`src/common/page_access_protection_check_map.svh`:
```
`ifndef PAGE_ACCESS_PROTECTION_CHECK_MAP_SVH
`define PAGE_ACCESS_PROTECTION_CHECK_MAP_SVH

// Register byte offsets.
`define OFS_DATA_FAULT_STATUS 8'h00
`define OFS_SAVE_RESTORE_LO 8'h04
`define OFS_SAVE_RESTORE_HI 8'h08
`define OFS_SEGMENT_KEYS 8'h0C
`define OFS_SEGMENT_TABLE_ADDR 8'h10

// Field positions.
`define DFS_PROHIBITED_BIT 4
`define DFS_STORE_BIT 6
`define SRS_PROTECT_BIT 36
`define SRS_NO_EXEC_BIT 35
`define KEYS_SUPERVISOR_BIT 0
`define KEYS_USER_BIT 1

// Reset values.
`define RST_DATA_FAULT_STATUS 32'h0000_0000
`define RST_SAVE_RESTORE 64'h0000_0000_0000_0000
`define RST_SEGMENT_KEYS 2'h0
`define RST_SEGMENT_TABLE_ADDR 32'h0000_0000

// AXI responses.
`define RESP_OKAY 2'h0
`define RESP_SLVERR 2'h2

`endif

```
`src/common/page_access_protection_check_pkg.sv`:
```
package page_access_protection_check_pkg;

    typedef enum logic [1:0] {
        ACC_FETCH = 2'b00,
        ACC_LOAD = 2'b01,
        ACC_STORE = 2'b10
    } access_kind_t;

    typedef enum logic [1:0] {
        PP_00 = 2'b00,
        PP_01 = 2'b01,
        PP_10 = 2'b10,
        PP_11 = 2'b11
    } page_prot_t;

endpackage

```
`src/logic/page_access_protection_check.sv`:
```
`include "page_access_protection_check_map.svh"

module page_access_protection_check
    import page_access_protection_check_pkg::*;
(
    // Clock and reset.
    input wire logic clk,
    input wire logic rst,
    // Access from the pipeline.
    input wire logic access_valid,
    input wire access_kind_t access_kind,
    input wire logic privilege_mode_bit,
    input wire logic no_execute_bit,
    input wire logic entry_cached,
    input wire logic [1:0] page_protection_bits,
    input wire logic guarded_bit,
    // Decision.
    output logic access_permit,
    output logic instruction_storage_exception,
    output logic data_storage_exception,
    output logic referenced_bit_set,
    output logic changed_bit_set,
    // Table search request.
    output logic walk_req,
    output logic walk_physical,
    output logic walk_coherence_required_attr,
    // Segment state.
    output logic [31:0] segment_table_address,
    // AXI4-Lite slave.
    input wire logic [7:0] s_axi_awaddr,
    input wire logic s_axi_awvalid,
    output logic s_axi_awready,
    input wire logic [31:0] s_axi_wdata,
    input wire logic [3:0] s_axi_wstrb,
    input wire logic s_axi_wvalid,
    output logic s_axi_wready,
    output logic [1:0] s_axi_bresp,
    output logic s_axi_bvalid,
    input wire logic s_axi_bready,
    input wire logic [7:0] s_axi_araddr,
    input wire logic s_axi_arvalid,
    output logic s_axi_arready,
    output logic [31:0] s_axi_rdata,
    output logic [1:0] s_axi_rresp,
    output logic s_axi_rvalid,
    input wire logic s_axi_rready
);

    logic [1:0] keys_q;
    logic [31:0] seg_addr_q;
    logic [31:0] dfs_q;
    logic [63:0] srs_q;
    logic key;
    logic is_write;
    logic is_fetch;
    logic pp_viol;
    logic fetch_block;
    logic viol;
    logic judged;

    // The unselected key never reaches the decision.
    assign key = privilege_mode_bit ? keys_q[`KEYS_USER_BIT]
                                    : keys_q[`KEYS_SUPERVISOR_BIT];
    assign is_fetch = (access_kind == ACC_FETCH);
    // Fetches are judged as reads.
    assign is_write = (access_kind == ACC_STORE);
    assign fetch_block = is_fetch & (no_execute_bit | guarded_bit);

    always_comb begin
        unique case (page_protection_bits)
            PP_00: pp_viol = key;
            PP_01: pp_viol = key & is_write;
            PP_10: pp_viol = 1'b0;
            PP_11: pp_viol = is_write;
        endcase
    end

    // Without a cached entry the decision waits for the search.
    assign judged = access_valid & entry_cached;
    // Pure logic so the request lands in the access cycle.
    assign viol = judged & (pp_viol | fetch_block);
    assign access_permit = judged & ~viol;
    assign instruction_storage_exception = viol & is_fetch;
    assign data_storage_exception = viol & ~is_fetch;
    assign referenced_bit_set = judged;
    assign changed_bit_set = judged & is_write & ~viol;
    assign walk_req = access_valid & ~entry_cached;
    assign walk_physical = 1'b1;
    assign walk_coherence_required_attr = 1'b1;
    assign segment_table_address = seg_addr_q;

    // AXI write path.
    logic aw_have_q;
    logic w_have_q;
    logic [7:0] aw_addr_q;
    logic [31:0] w_data_q;
    logic [3:0] w_strb_q;
    logic bvalid_q;
    logic [1:0] bresp_q;
    logic do_write;
    logic wr_priv_ok;
    logic wr_known;

    assign s_axi_awready = ~aw_have_q & ~bvalid_q;
    assign s_axi_wready = ~w_have_q & ~bvalid_q;
    assign do_write = aw_have_q & w_have_q & ~bvalid_q;
    assign s_axi_bvalid = bvalid_q;
    assign s_axi_bresp = bresp_q;

    always_comb begin
        wr_known = 1'b1;
        unique case (aw_addr_q)
            `OFS_DATA_FAULT_STATUS, `OFS_SAVE_RESTORE_LO,
            `OFS_SAVE_RESTORE_HI, `OFS_SEGMENT_KEYS,
            `OFS_SEGMENT_TABLE_ADDR: wr_known = 1'b1;
            default: wr_known = 1'b0;
        endcase
    end

    // User-mode writes to segment state are refused with SLVERR.
    assign wr_priv_ok = ~privilege_mode_bit |
                        ((aw_addr_q != `OFS_SEGMENT_KEYS) &&
                         (aw_addr_q != `OFS_SEGMENT_TABLE_ADDR));

    always_ff @(posedge clk) begin
        if (rst) begin
            aw_have_q <= 1'b0;
            aw_addr_q <= 8'h00;
        end else if (s_axi_awvalid && s_axi_awready) begin
            aw_have_q <= 1'b1;
            aw_addr_q <= s_axi_awaddr;
        end else if (do_write) begin
            aw_have_q <= 1'b0;
        end
    end

    always_ff @(posedge clk) begin
        if (rst) begin
            w_have_q <= 1'b0;
            w_data_q <= 32'h0000_0000;
            w_strb_q <= 4'h0;
        end else if (s_axi_wvalid && s_axi_wready) begin
            w_have_q <= 1'b1;
            w_data_q <= s_axi_wdata;
            w_strb_q <= s_axi_wstrb;
        end else if (do_write) begin
            w_have_q <= 1'b0;
        end
    end

    always_ff @(posedge clk) begin
        if (rst) begin
            bvalid_q <= 1'b0;
            bresp_q <= `RESP_OKAY;
        end else if (do_write) begin
            bvalid_q <= 1'b1;
            bresp_q <= (wr_known && wr_priv_ok) ? `RESP_OKAY : `RESP_SLVERR;
        end else if (s_axi_bready) begin
            bvalid_q <= 1'b0;
        end
    end

    logic [31:0] wmask;
    logic wr_ok;
    assign wmask = {{8{w_strb_q[3]}}, {8{w_strb_q[2]}},
                    {8{w_strb_q[1]}}, {8{w_strb_q[0]}}};
    assign wr_ok = do_write & wr_priv_ok;

    always_ff @(posedge clk) begin
        if (rst) begin
            keys_q <= `RST_SEGMENT_KEYS;
        end else if (wr_ok && aw_addr_q == `OFS_SEGMENT_KEYS
                     && w_strb_q[0]) begin
            keys_q <= w_data_q[1:0];
        end
    end

    always_ff @(posedge clk) begin
        if (rst) begin
            seg_addr_q <= `RST_SEGMENT_TABLE_ADDR;
        end else if (wr_ok && aw_addr_q == `OFS_SEGMENT_TABLE_ADDR) begin
            seg_addr_q <= (seg_addr_q & ~wmask) | (w_data_q & wmask);
        end
    end

    // Status bits are write-one-to-clear; a new fault wins over the clear.
    logic [31:0] dfs_clr;
    logic [31:0] dfs_set;
    logic [63:0] srs_clr;
    logic [63:0] srs_set;

    always_comb begin
        dfs_clr = 32'h0000_0000;
        srs_clr = 64'h0000_0000_0000_0000;
        if (do_write && aw_addr_q == `OFS_DATA_FAULT_STATUS) begin
            dfs_clr = w_data_q & wmask;
        end
        if (do_write && aw_addr_q == `OFS_SAVE_RESTORE_LO) begin
            srs_clr[31:0] = w_data_q & wmask;
        end
        if (do_write && aw_addr_q == `OFS_SAVE_RESTORE_HI) begin
            srs_clr[63:32] = w_data_q & wmask;
        end
        dfs_set = 32'h0000_0000;
        srs_set = 64'h0000_0000_0000_0000;
        dfs_set[`DFS_PROHIBITED_BIT] = data_storage_exception;
        dfs_set[`DFS_STORE_BIT] = data_storage_exception & is_write;
        srs_set[`SRS_NO_EXEC_BIT] = instruction_storage_exception
                                    & no_execute_bit;
        srs_set[`SRS_PROTECT_BIT] = instruction_storage_exception
                                    & ~no_execute_bit;
    end

    always_ff @(posedge clk) begin
        if (rst) begin
            dfs_q <= `RST_DATA_FAULT_STATUS;
        end else begin
            dfs_q <= (dfs_q & ~dfs_clr) | dfs_set;
        end
    end

    always_ff @(posedge clk) begin
        if (rst) begin
            srs_q <= `RST_SAVE_RESTORE;
        end else begin
            srs_q <= (srs_q & ~srs_clr) | srs_set;
        end
    end

    // AXI read path, answered one cycle after the address is taken.
    logic rvalid_q;
    logic [31:0] rdata_q;
    logic [1:0] rresp_q;
    logic [31:0] rd_word;
    logic rd_known;

    assign s_axi_arready = ~rvalid_q;
    assign s_axi_rvalid = rvalid_q;
    assign s_axi_rdata = rdata_q;
    assign s_axi_rresp = rresp_q;

    always_comb begin
        rd_word = 32'h0000_0000;
        rd_known = 1'b1;
        unique case (s_axi_araddr)
            `OFS_DATA_FAULT_STATUS: rd_word = dfs_q;
            `OFS_SAVE_RESTORE_LO: rd_word = srs_q[31:0];
            `OFS_SAVE_RESTORE_HI: rd_word = srs_q[63:32];
            `OFS_SEGMENT_KEYS: rd_word = {30'h0, keys_q};
            `OFS_SEGMENT_TABLE_ADDR: rd_word = seg_addr_q;
            default: rd_known = 1'b0;
        endcase
    end

    always_ff @(posedge clk) begin
        if (rst) begin
            rvalid_q <= 1'b0;
            rdata_q <= 32'h0000_0000;
            rresp_q <= `RESP_OKAY;
        end else if (s_axi_arvalid && s_axi_arready) begin
            rvalid_q <= 1'b1;
            rdata_q <= rd_word;
            rresp_q <= rd_known ? `RESP_OKAY : `RESP_SLVERR;
        end else if (s_axi_rready) begin
            rvalid_q <= 1'b0;
        end
    end

    // Checks next to the logic they guard.
    a_key_pick_user: assert property (@(posedge clk) disable iff (rst)
        judged && privilege_mode_bit && !keys_q[`KEYS_USER_BIT]
        && page_protection_bits == 2'h0 && !is_fetch |-> access_permit)
        else $error("user key zero must allow protection 00");
    a_fetch_block: assert property (@(posedge clk) disable iff (rst)
        judged && is_fetch && (no_execute_bit || guarded_bit)
        |-> instruction_storage_exception && !access_permit)
        else $error("blocked fetch not refused");
    a_key1_pp00: assert property (@(posedge clk) disable iff (rst)
        judged && key && page_protection_bits == 2'h0 |-> viol)
        else $error("key 1 protection 00 must refuse");
    a_key1_pp01: assert property (@(posedge clk) disable iff (rst)
        judged && key && page_protection_bits == 2'h1 && !fetch_block
        |-> viol == is_write)
        else $error("key 1 protection 01 wrong");
    a_pp10_open: assert property (@(posedge clk) disable iff (rst)
        judged && page_protection_bits == 2'h2 && !is_fetch
        |-> access_permit)
        else $error("protection 10 must allow");
    a_pp11_ro: assert property (@(posedge clk) disable iff (rst)
        judged && page_protection_bits == 2'h3 && is_write |-> viol)
        else $error("protection 11 write not refused");
    a_dfs_record: assert property (@(posedge clk) disable iff (rst)
        data_storage_exception && is_write
        |=> dfs_q[`DFS_PROHIBITED_BIT] && dfs_q[`DFS_STORE_BIT])
        else $error("store fault status not recorded");
    a_srs_record: assert property (@(posedge clk) disable iff (rst)
        instruction_storage_exception && no_execute_bit
        |=> srs_q[`SRS_NO_EXEC_BIT])
        else $error("no-execute status not recorded");
    a_no_change: assert property (@(posedge clk) disable iff (rst)
        viol |-> !changed_bit_set)
        else $error("changed bit set on refused access");
    a_walk_miss: assert property (@(posedge clk) disable iff (rst)
        access_valid && !entry_cached |-> walk_req && !access_permit
        && !instruction_storage_exception && !data_storage_exception)
        else $error("miss judged without search");
    a_key_guard: assert property (@(posedge clk) disable iff (rst)
        do_write && privilege_mode_bit && aw_addr_q == `OFS_SEGMENT_KEYS
        |=> $stable(keys_q) && s_axi_bresp == `RESP_SLVERR)
        else $error("user write changed segment keys");

endmodule

```
`config.mk`:
```
export PLATFORM = sky130hd
export DESIGN_NAME = page_access_protection_check
export DESIGN_NICKNAME = d
export VERILOG_FILES = /design/src/common/page_access_protection_check_pkg.sv /design/src/logic/page_access_protection_check.sv
export VERILOG_INCLUDE_DIRS = /design/src /design/src/common
export SDC_FILE = /design/constraint.sdc
export NUM_CORES = 1
export LEC_CHECK = 0
export BUFFER_PORTS_ARGS = -buffer_cell sky130_fd_sc_hd__buf_4
export CORE_ASPECT_RATIO = 1.4
export CORE_UTILIZATION = 57
export CTS_BUF_LIST = sky130_fd_sc_hd__clkbuf_4 sky130_fd_sc_hd__clkbuf_8
export CTS_CLUSTER_DIAMETER = 30
export DETAILED_ROUTE_END_ITERATION = 6
export PLACE_DENSITY = 0.89
export SLEW_MARGIN = 20
export SYNTH_ARGS = -nofsm -noshare
export SYNTH_HDL_FRONTEND = slang
export SYNTH_SLANG_ARGS = --single-unit
```
`constraint.sdc`:
```
create_clock -name clk -period 2.3 [get_ports clk]
set_input_delay 0.115 -clock clk [delete_from_list [all_inputs] [get_ports clk]]
set_output_delay 0.115 -clock clk [all_outputs]
set_load 0.005 [all_outputs]
```
==> results.sh, run 1 <==
export IMPL_dieHeight_um=143
export IMPL_status="finished clean"
export IMPL_ys_seq_area_share_pct=52.8
export IMPL_grtUsageTotal_pct=33.1
export IMPL_period_minus_slack_ns=2.09
export IMPL_syn_inst=896
export IMPL_clk_pin_slew_ns=0.06
export IMPL_cts_buffer_depth=3
export IMPL_num_vias=7680
export IMPL_power_frac_comb_pct=7.5
export IMPL_slew_violations=0
export IMPL_grt_ovfl_total=0
export IMPL_post_synth_main_area_contributors="dfxtp_1 53%, nand2_1 9.0%, a21oi_1 8.6%, mux2i_1 8.0%, a22o_1 3.3%"
export IMPL_cap_violations=0
export IMPL_end_kind="register"
export IMPL_start_util_pct=58.1
export IMPL_avgRoutedWirePerCell_um=18.3
export IMPL_setup_viol=0
export IMPL_rsz0062_at_grt="no"
export IMPL_wirelength_um=24000
export IMPL_power_frac_clock_pct=43.8
export IMPL_p_per_area_mw_per_mm2=735
export IMPL_cts_buffers=35
export IMPL_htreeDepth=2
export IMPL_ys_types=43
export IMPL_drt_iter0_markers=590
export IMPL_synth_edf_count=0
export IMPL_syn_to_final_growth_pct=32.5
export IMPL_antenna_found_initial=1
export IMPL_hpwl_um=13800
export IMPL_viasPerCell=5.86
export IMPL_nets=1171
export IMPL_io_buffers=144
export IMPL_dr_pass1_iters=6
export IMPL_final_core_util_pct=76.9
export IMPL_finalHoldViolations=0
export IMPL_cts_sinks=212
export IMPL_die_area_mm2=0.0146
export IMPL_path_max_fanout=8
export IMPL_tightest_slew_ns=0.839
export IMPL_worstPathArrival_ns=2.46
export IMPL_clkLatencyLatePin_ns=0.51
export IMPL_fin_cells=1311
export IMPL_max_freq_mhz=478
export IMPL_antenna_left=0
export IMPL_io_pins=149
export IMPL_layout_common_cells="212 x dfxtp_1, 192 x nand2_1, 169 x buf_4"
export IMPL_p_seq_share_pct=48.7
export IMPL_internal_power_mw=5.97
export IMPL_final_common_cell="dfxtp_1"
export IMPL_syn_avg_cell_area_um2=8.97
export IMPL_fillCellCount=907
export IMPL_ys_flop_type="dfxtp_1"
export IMPL_final_layout_size_suffix_gt1_share_pct=21.3
export IMPL_tritoncts="built"
export IMPL_dp_cells=1189
export IMPL_yosysTopAreaCellShare_pct=52.8
export IMPL_vdd_ir_drop_max_mv=0.492
export IMPL_worstSetupStartpointType="register"
export IMPL_required_ns=2.67
export IMPL_synth_area_mm2=0.00804
export IMPL_yosysTopAreaCell="dfxtp_1"
export IMPL_max_slew_margin_pct=44.0
export IMPL_core_mm2=0.0138
export IMPL_clockRootBuffer="clkbuf_8"
export IMPL_dpl_instance_area_mm2=0.00929
export IMPL_gp_congestion=0.818
export IMPL_synthArstFlopShare_pct=0
export IMPL_fp_dieW_um=102
export IMPL_finalClockSkew_ns=0.0274
export IMPL_critical_path_class="reg -> reg"
export IMPL_synth_seq_cells=212
export IMPL_fin_setup_tns_ns=0
export IMPL_post_route_period_util_pct=90.9
export IMPL_grt_pass1_vias=7680
export IMPL_p_switching_mw=1.86
export IMPL_hp_class="in -> reg"
export IMPL_grt_max_degree=73
export IMPL_p_sw_share_pct=23.8
export IMPL_ys_warn_count=0
export IMPL_p_leak_nw=4.64
export IMPL_drc=0
export IMPL_rows=51
export IMPL_grt_first_pass_wirelength_um=37500
export IMPL_post_route_cell_area_mm2=0.0107
-- critical path, stage by stage (launching register included) --
cell and delay (ns):
dfxtp_1 0.39, or4b_1 0.46, or4b_1 0.80, mux2i_1 0.25, nor2_1 0.05
-- power groups by stage --
stage / registers [mW] / clock network (mW) / logic (mW)
floorplan: 3.87 / 0 / 0.264
global placement: 3.89 / 0 / 0.469
detailed placement: 3.89 / 0 / 0.479
CTS: 3.81 / 3.44 / 0.562
global route: 3.82 / 3.62 / 0.632
finish: 3.81 / 3.43 / 0.586
-- cell type report --
class / count / area [um^2] / share of cell area [%]
flip-flops and latches: 212 / 4240 / 39.8
multi-input cells: 616 / 3520 / 33.0
repair buffers: 232 / 1900 / 17.8
clock buffers: 53 / 667 / 6.26
well taps: 185 / 231 / 2.17
clock inverters: 6 / 65.1 / 0.611
inverters: 6 / 22.5 / 0.211
diodes: 1 / 2.50 / 0.0235
-- per-stage QoR --
| stage | worst slack [ns] | total power, mW | hold WS [ns] |
|---|---|---|---|
| 6_report | 0.209 | 7.83 | 0.0843 |
| 5_1_grt | 0.0978 | 8.07 | 0.101 |
| 4_1_cts | 0.204 | 7.81 | 0.0676 |
| 3_5_place_dp | 0.217 | 4.37 | 0.301 |
| 3_3_place_gp | 0.247 | 4.35 | 0.300 |
| 2_1_floorplan | 0.434 | 4.13 | 0.214 |
-- per-layer routing --
layer,wire [um],up-vias,track usage [%]
li1,-,3544,-
met1,8850,3638,37.6
met2,12300,405,56.9
met3,1720,93,5.89
met4,1150,0,20.4
met5,0,-,0
-- timing repair --
action                     in CTS  in global routing
hold endpoints to repair       56                  0
gates resized for setup         0                  1
setup buffers                   0                  0
setup endpoints to repair       0                  2
hold buffers                   62                  0
-- cell families after synthesis --
group / Yosys count / synth area share (%)
multiplexers: 67 / 8.67
flip-flops: 212 / 52.8
AO/OA/AOI/OAI: 248 / 18.6
buffers and inverters: 70 / 3.72
AND/OR/NAND/NOR: 297 / 16.1
other: 2 / 0.0934
-- Yosys cell counts, types with 3 or more instances --
| cell | number |
|---|---|
| a21oi_1 | 138 |
| inv_1 | 5 |
| nor2b_1 | 7 |
| a22oi_1 | 30 |
| nor2_1 | 50 |
| mux2i_1 | 64 |
| dfxtp_1 | 212 |
| clkbuf_1 | 50 |
| buf_2 | 5 |
| buf_4 | 4 |
| o21ai_0 | 7 |
| and3_1 | 13 |
| buf_1 | 3 |
| o22ai_1 | 31 |
| nand3_1 | 5 |
| a22o_1 | 30 |
| and2_1 | 3 |
| nand2b_1 | 4 |
| o21a_1 | 3 |
| nand2_1 | 192 |
| nor3_1 | 4 |
| or4b_1 | 4 |
-- path summary, 6_finish.rpt --
| path | slack [ns] | to | startpoint | cells after the start |
|---|---|---|---|---|
| setup / recovery | 0.21 | register | w_have_q | 4 |
| hold / removal | 0.08 | aw_addr_q[3] | s_axi_awvalid | 4 |
| setup reg to reg | 0.21 | register | w_have_q | 4 |
| hold reg to reg | 0.43 | dfs_q[25] | dfs_q[25] | 2 |
No activity file was read; power rests on OpenSTA's default activity.
==> run 2, diff against run 1 <==
--- a/config.mk
+++ b/config.mk
@@ -12,7 +12,7 @@
 export CTS_BUF_LIST = sky130_fd_sc_hd__clkbuf_4 sky130_fd_sc_hd__clkbuf_8
 export CTS_CLUSTER_DIAMETER = 30
 export DETAILED_ROUTE_END_ITERATION = 6
-export PLACE_DENSITY = 0.89
+export PLACE_DENSITY_LB_ADDON = 0.15
 export SLEW_MARGIN = 20
 export SYNTH_ARGS = -nofsm -noshare
 export SYNTH_HDL_FRONTEND = slang
==> results.sh, run 2 (synthesis gave the netlist of run 1 again) <==
export IMPL_p_per_area_mw_per_mm2=723
export IMPL_final_layout_size_suffix_gt1_share_pct=21.0
export IMPL_gp_congestion=0.808
export IMPL_io_buffers=144
export IMPL_dieHeight_um=143
export IMPL_core_mm2=0.0138
export IMPL_cts_setup_buffers=0
export IMPL_antenna_found_initial=0
export IMPL_worstSetupStartpointType="register"
export IMPL_cts_hold_buffers=56
export IMPL_grt_ovfl_total=0
export IMPL_worstPathArrival_ns=2.52
export IMPL_finalClockSkew_ns=0.00841
export IMPL_fp_dieW_um=102
export IMPL_clkLatencyLatePin_ns=0.56
export IMPL_antennaDiodeCount=0
export IMPL_cts_sinks=212
export IMPL_cts_resized=0
export IMPL_post_route_period_util_pct=91.7
export IMPL_grt_max_degree=56
export IMPL_p_leak_nw=4.56
export IMPL_status="finished clean"
export IMPL_nets=1158
export IMPL_path_max_fanout=8
export IMPL_vdd_ir_drop_max_mv=0.515
export IMPL_hp_class="in -> reg"
export IMPL_finalHoldViolations=0
export IMPL_syn_to_final_growth_pct=31.0
export IMPL_htreeDepth=1
export IMPL_drt_iter0_markers=379
export IMPL_max_freq_mhz=474
export IMPL_fillCellCount=1000
export IMPL_final_common_cell="dfxtp_1"
export IMPL_end_kind="register"
export IMPL_tritoncts="built"
export IMPL_max_slew_margin_pct=38.2
export IMPL_cts_buffer_depth=3
export IMPL_required_ns=2.72
export IMPL_viasPerCell=5.59
export IMPL_avgRoutedWirePerCell_um=16.3
export IMPL_antenna_left=0
export IMPL_clk_pin_slew_ns=0.07
export IMPL_rows=51
export IMPL_dr_pass1_iters=6
export IMPL_path_cells="or4b_1 > or4b_1 > mux2i_1 > nor2_1"
export IMPL_clockRootBuffer="clkbuf_8"
export IMPL_layout_common_cells="212 x dfxtp_1, 192 x nand2_1, 166 x buf_4"
export IMPL_finalWorstSetupSlack_ns=0.191
export IMPL_start_util_pct=58.1
export IMPL_slowest_delay_ns=0.78
export IMPL_hold_slack_ns=0.0322
export IMPL_cp_common_cell="or4b_1"
export IMPL_drc=0
export IMPL_cap_violations=0
export IMPL_place_ws_ns=0.190
export IMPL_tightest_slew_ns=0.922
export IMPL_die_area_mm2=0.0146
export IMPL_grtUsageTotal_pct=28.9
export IMPL_rsz0062_at_grt="no"
export IMPL_grt_first_pass_wirelength_um=33300
export IMPL_period_minus_slack_ns=2.11
export IMPL_grt_pass1_vias=6844
export IMPL_hpwl_um=13400
export IMPL_regArea_mm2=0.00424
export IMPL_cpMaxStageDelayCell="or4b_1"
export IMPL_fin_setup_tns_ns=0
export IMPL_wirelength_um=21200
export IMPL_setup_viol=0
export IMPL_io_pins=149
export IMPL_cts_buffers=31
export IMPL_critical_path_class="reg -> reg"
export IMPL_slew_violations=0
export IMPL_multi_input_area_mm2=0.00352
export IMPL_num_vias=7262
-- run 2: cell types whose count changed in the layout (fill, tap and decap cells not counted), sizes merged --
| cell | previous run | this run |
|---|---|---|
| clkbuf | 53 | 46 |
| dlygate4sd3 | 62 | 56 |
| buf | 170 | 167 |
| clkinv | 3 | 6 |
| bufinv | 1 | 2 |
| clkinvlp | 1 | 2 |
| diode | 1 | 0 |
| inv | 7 | 6 |
-- run 2: critical path, delay by kind of cell (launching register included) --
kind          cells  cell delay, ns
simple gates      3            1.31
flops             1            0.41
mux               1            0.24
-- run 2: final cells by class --
| class | instances | share of cell area [%] |
|---|---|---|
| clock buffers | 46 | 5.54 |
| repair buffers | 223 | 17.3 |
| inverters | 6 | 0.214 |
| multi-input cells | 616 | 33.4 |
| clock inverters | 10 | 0.998 |
| flip-flops and latches | 212 | 40.3 |
| well taps | 185 | 2.20 |
-- run 2: layer usage --
| layer | GRT usage (%) | routed length (um) |
|---|---|---|
| met1 | 37.2 | 8860 |
| met2 | 49.7 | 10700 |
| met3 | 4.17 | 1220 |
| met4 | 9.02 | 403 |
| met5 | 0 | 0 |
-- run 2: power breakdown --
part	internal (mW)	total, mW	leakage (nW)	switching, mW
registers	3.74	3.81	1.72	0.0781
clock network	1.85	3.25	0.362	1.40
logic	0.253	0.550	2.49	0.297
total	5.84	7.61	4.56	1.78
-- run 2: final timing paths --
path	from	to	slack (ns)	cells after the start
worst max-delay path	w_have_q	register	0.19	4
worst min-delay path	access_kind[1]	dfs_q[6]	0.03	4
worst max register to register	w_have_q	register	0.19	4
worst min register to register	dfs_q[13]	dfs_q[13]	0.43	2
-- run 2: stage by stage --
step	area, um^2	power (mW)	cells	utilization, %
global placement	9280	4.35	1186	67.0
finish	10500	7.61	1298	76.1
global route	10500	7.88	1298	76.1
floorplan	8050	4.13	898	-
CTS	10500	7.63	1298	76.1
detailed placement	9280	4.36	1186	67.0
==> run 3, diff against run 2 <==
--- a/config.mk
+++ b/config.mk
@@ -13,6 +13,7 @@
 export CTS_CLUSTER_DIAMETER = 30
 export DETAILED_ROUTE_END_ITERATION = 6
 export PLACE_DENSITY_LB_ADDON = 0.15
+export SETUP_SLACK_MARGIN = 0.4
 export SLEW_MARGIN = 20
 export SYNTH_ARGS = -nofsm -noshare
 export SYNTH_HDL_FRONTEND = slang
==> constraint.sdc (replaced) <==
create_clock -name clk -period 2.62 [get_ports clk]
set_input_delay 0.131 -clock clk [delete_from_list [all_inputs] [get_ports clk]]
set_output_delay 0.131 -clock clk [all_outputs]
set_load 0.005 [all_outputs]
==> results.sh, run 3 (synthesis gave the netlist of run 1 again) <==
export IMPL_setup_viol=0
export IMPL_clockRootBuffer="clkbuf_8"
export IMPL_post_route_period_util_pct=77.7
export IMPL_cts_buffer_depth=3
export IMPL_slew_violations=0
export IMPL_drc=0
export IMPL_syn_to_final_growth_pct=29.9
export IMPL_p_per_area_mw_per_mm2=623
export IMPL_final_layout_size_suffix_gt1_share_pct=20.9
export IMPL_end_kind="register"
export IMPL_worst_r2r_cell_count=4
export IMPL_cap_violations=0
export IMPL_final_common_cell="dfxtp_1"
export IMPL_tritoncts="built"
export IMPL_rows=51
export IMPL_clkLatencyLatePin_ns=0.50
export IMPL_antenna_found_initial=0
export IMPL_gp_congestion=0.786
export IMPL_grt_pass1_vias=7074
export IMPL_vdd_ir_drop_max_mv=0.542
export IMPL_critical_path_class="reg -> reg"
export IMPL_start_util_pct=58.1
export IMPL_required_ns=2.98
export IMPL_worstSetupStartpointType="register"
export IMPL_tightest_slew_ns=0.808
export IMPL_finalHoldViolations=0
export IMPL_dieHeight_um=143
export IMPL_worstPathArrival_ns=2.39
export IMPL_num_vias=7287
export IMPL_period_minus_slack_ns=2.04
export IMPL_io_buffers=144
export IMPL_nets=1158
export IMPL_status="finished clean"
export IMPL_whs_path_depth=4
export IMPL_cts_sinks=212
export IMPL_clk_pin_slew_ns=0.06
export IMPL_fp_dieW_um=102
export IMPL_max_slew_margin_pct=46.0
export IMPL_avgRoutedWirePerCell_um=16.6
export IMPL_htreeDepth=2
export IMPL_crit_reg2reg_launch="s_axi_bvalid"
export IMPL_antenna_left=0
export IMPL_drt_iter0_markers=293
export IMPL_rsz0062_at_grt="no"
export IMPL_die_area_mm2=0.0146
export IMPL_fillCellCount=1022
export IMPL_max_freq_mhz=491
export IMPL_grt_ovfl_total=0
export IMPL_hpwl_um=13400
export IMPL_fin_setup_tns_ns=0
export IMPL_path_max_fanout=8
export IMPL_core_mm2=0.0138
export IMPL_grt_max_degree=74
export IMPL_p_leak_nw=4.52
export IMPL_layout_common_cells="212 x dfxtp_1, 192 x nand2_1, 165 x buf_4"
export IMPL_viasPerCell=5.64
export IMPL_rrSetupSlack_ns=0.58
export IMPL_dr_pass1_iters=5
export IMPL_post_route_cell_area_mm2=0.0104
export IMPL_finalClockSkew_ns=0.0119
export IMPL_grt_first_pass_wirelength_um=34100
export IMPL_worstSetupStartpoint="s_axi_bvalid"
export IMPL_grtUsageTotal_pct=29.8
export IMPL_cts_buffers=34
export IMPL_hp_class="in -> reg"
export IMPL_min_from="s_axi_arvalid"
export IMPL_wirelength_um=21400
export IMPL_io_pins=149
export IMPL_dpl_instance_area_mm2=0.00926
export IMPL_antennaDiodeCount=0
## run 3: cell types whose count changed in the layout (fill, tap and decap cells not counted), sizes merged
cell,change
clkinvlp,-1
clkbuf,+1
dlygate4sd3,-1
buf,-2
bufinv,-2
## run 3: critical path, cell delays in order, from the launching register on
cell     delay, ns
dfxtp_1       0.38
or4b_1        0.58
or4b_4        0.69
mux2i_1       0.19
nor2_1        0.05
## run 3: repair_timing
action | CTS | global route
endpoints found under the setup margin | 3 | 8
hold endpoints to repair | 55 | 0
pin swaps | 0 | 0
buffers inserted | 0 | 0
hold buffers | 55 | 0
resized for setup | 1 | 1
## run 3: per-stage QoR
| stage | setup WS, ns | hold slack, ns | cells | total power, mW | utilization (%) |
|---|---|---|---|---|---|
| finish | 0.584 | 0.0492 | 1293 | 6.51 | 75.4 |
| global route | 0.501 | 0.0556 | 1293 | 6.75 | 75.4 |
| CTS | 0.433 | 0.0120 | 1293 | 6.54 | 75.4 |
| detailed placement | 0.402 | 0.324 | 1184 | 3.83 | 66.8 |
| global placement | 0.448 | 0.321 | 1184 | 3.82 | 66.8 |
| floorplan | 0.754 | 0.230 | 898 | 3.63 | - |
## run 3: final timing paths
| path | endpoint |
|---|---|
| max reg2reg | register |
| min reg2reg | srs_q[28] |
| max | register |
| min | s_axi_rresp[1] |
## run 3: final cells by class
cell class | count | area (um^2) | share of cell area, %
repair buffers | 220 | 1790 | 17.1
clock buffers | 47 | 597 | 5.71
well taps | 185 | 231 | 2.22
clock inverters | 7 | 37.5 | 0.359
inverters | 6 | 22.5 | 0.216
multi-input cells | 616 | 3530 | 33.7
flip-flops and latches | 212 | 4240 | 40.6
## run 3: metal layers
| metal | up-vias | GRT usage, % | wire length (um) |
|---|---|---|---|
| met3 | 38 | 4.47 | 1300 |
| met4 | 0 | 11.2 | 411 |
| li1 | 3516 | - | - |
| met1 | 3483 | 35.7 | 8690 |
| met2 | 250 | 52.9 | 11000 |
| met5 | - | 0 | 0 |
## run 3: power by group
part	switching [mW]	internal (mW)	leakage, nW
logic	0.261	0.225	2.47
clock network	1.21	1.46	0.341
registers	0.0691	3.28	1.72
total	1.54	4.97	4.52
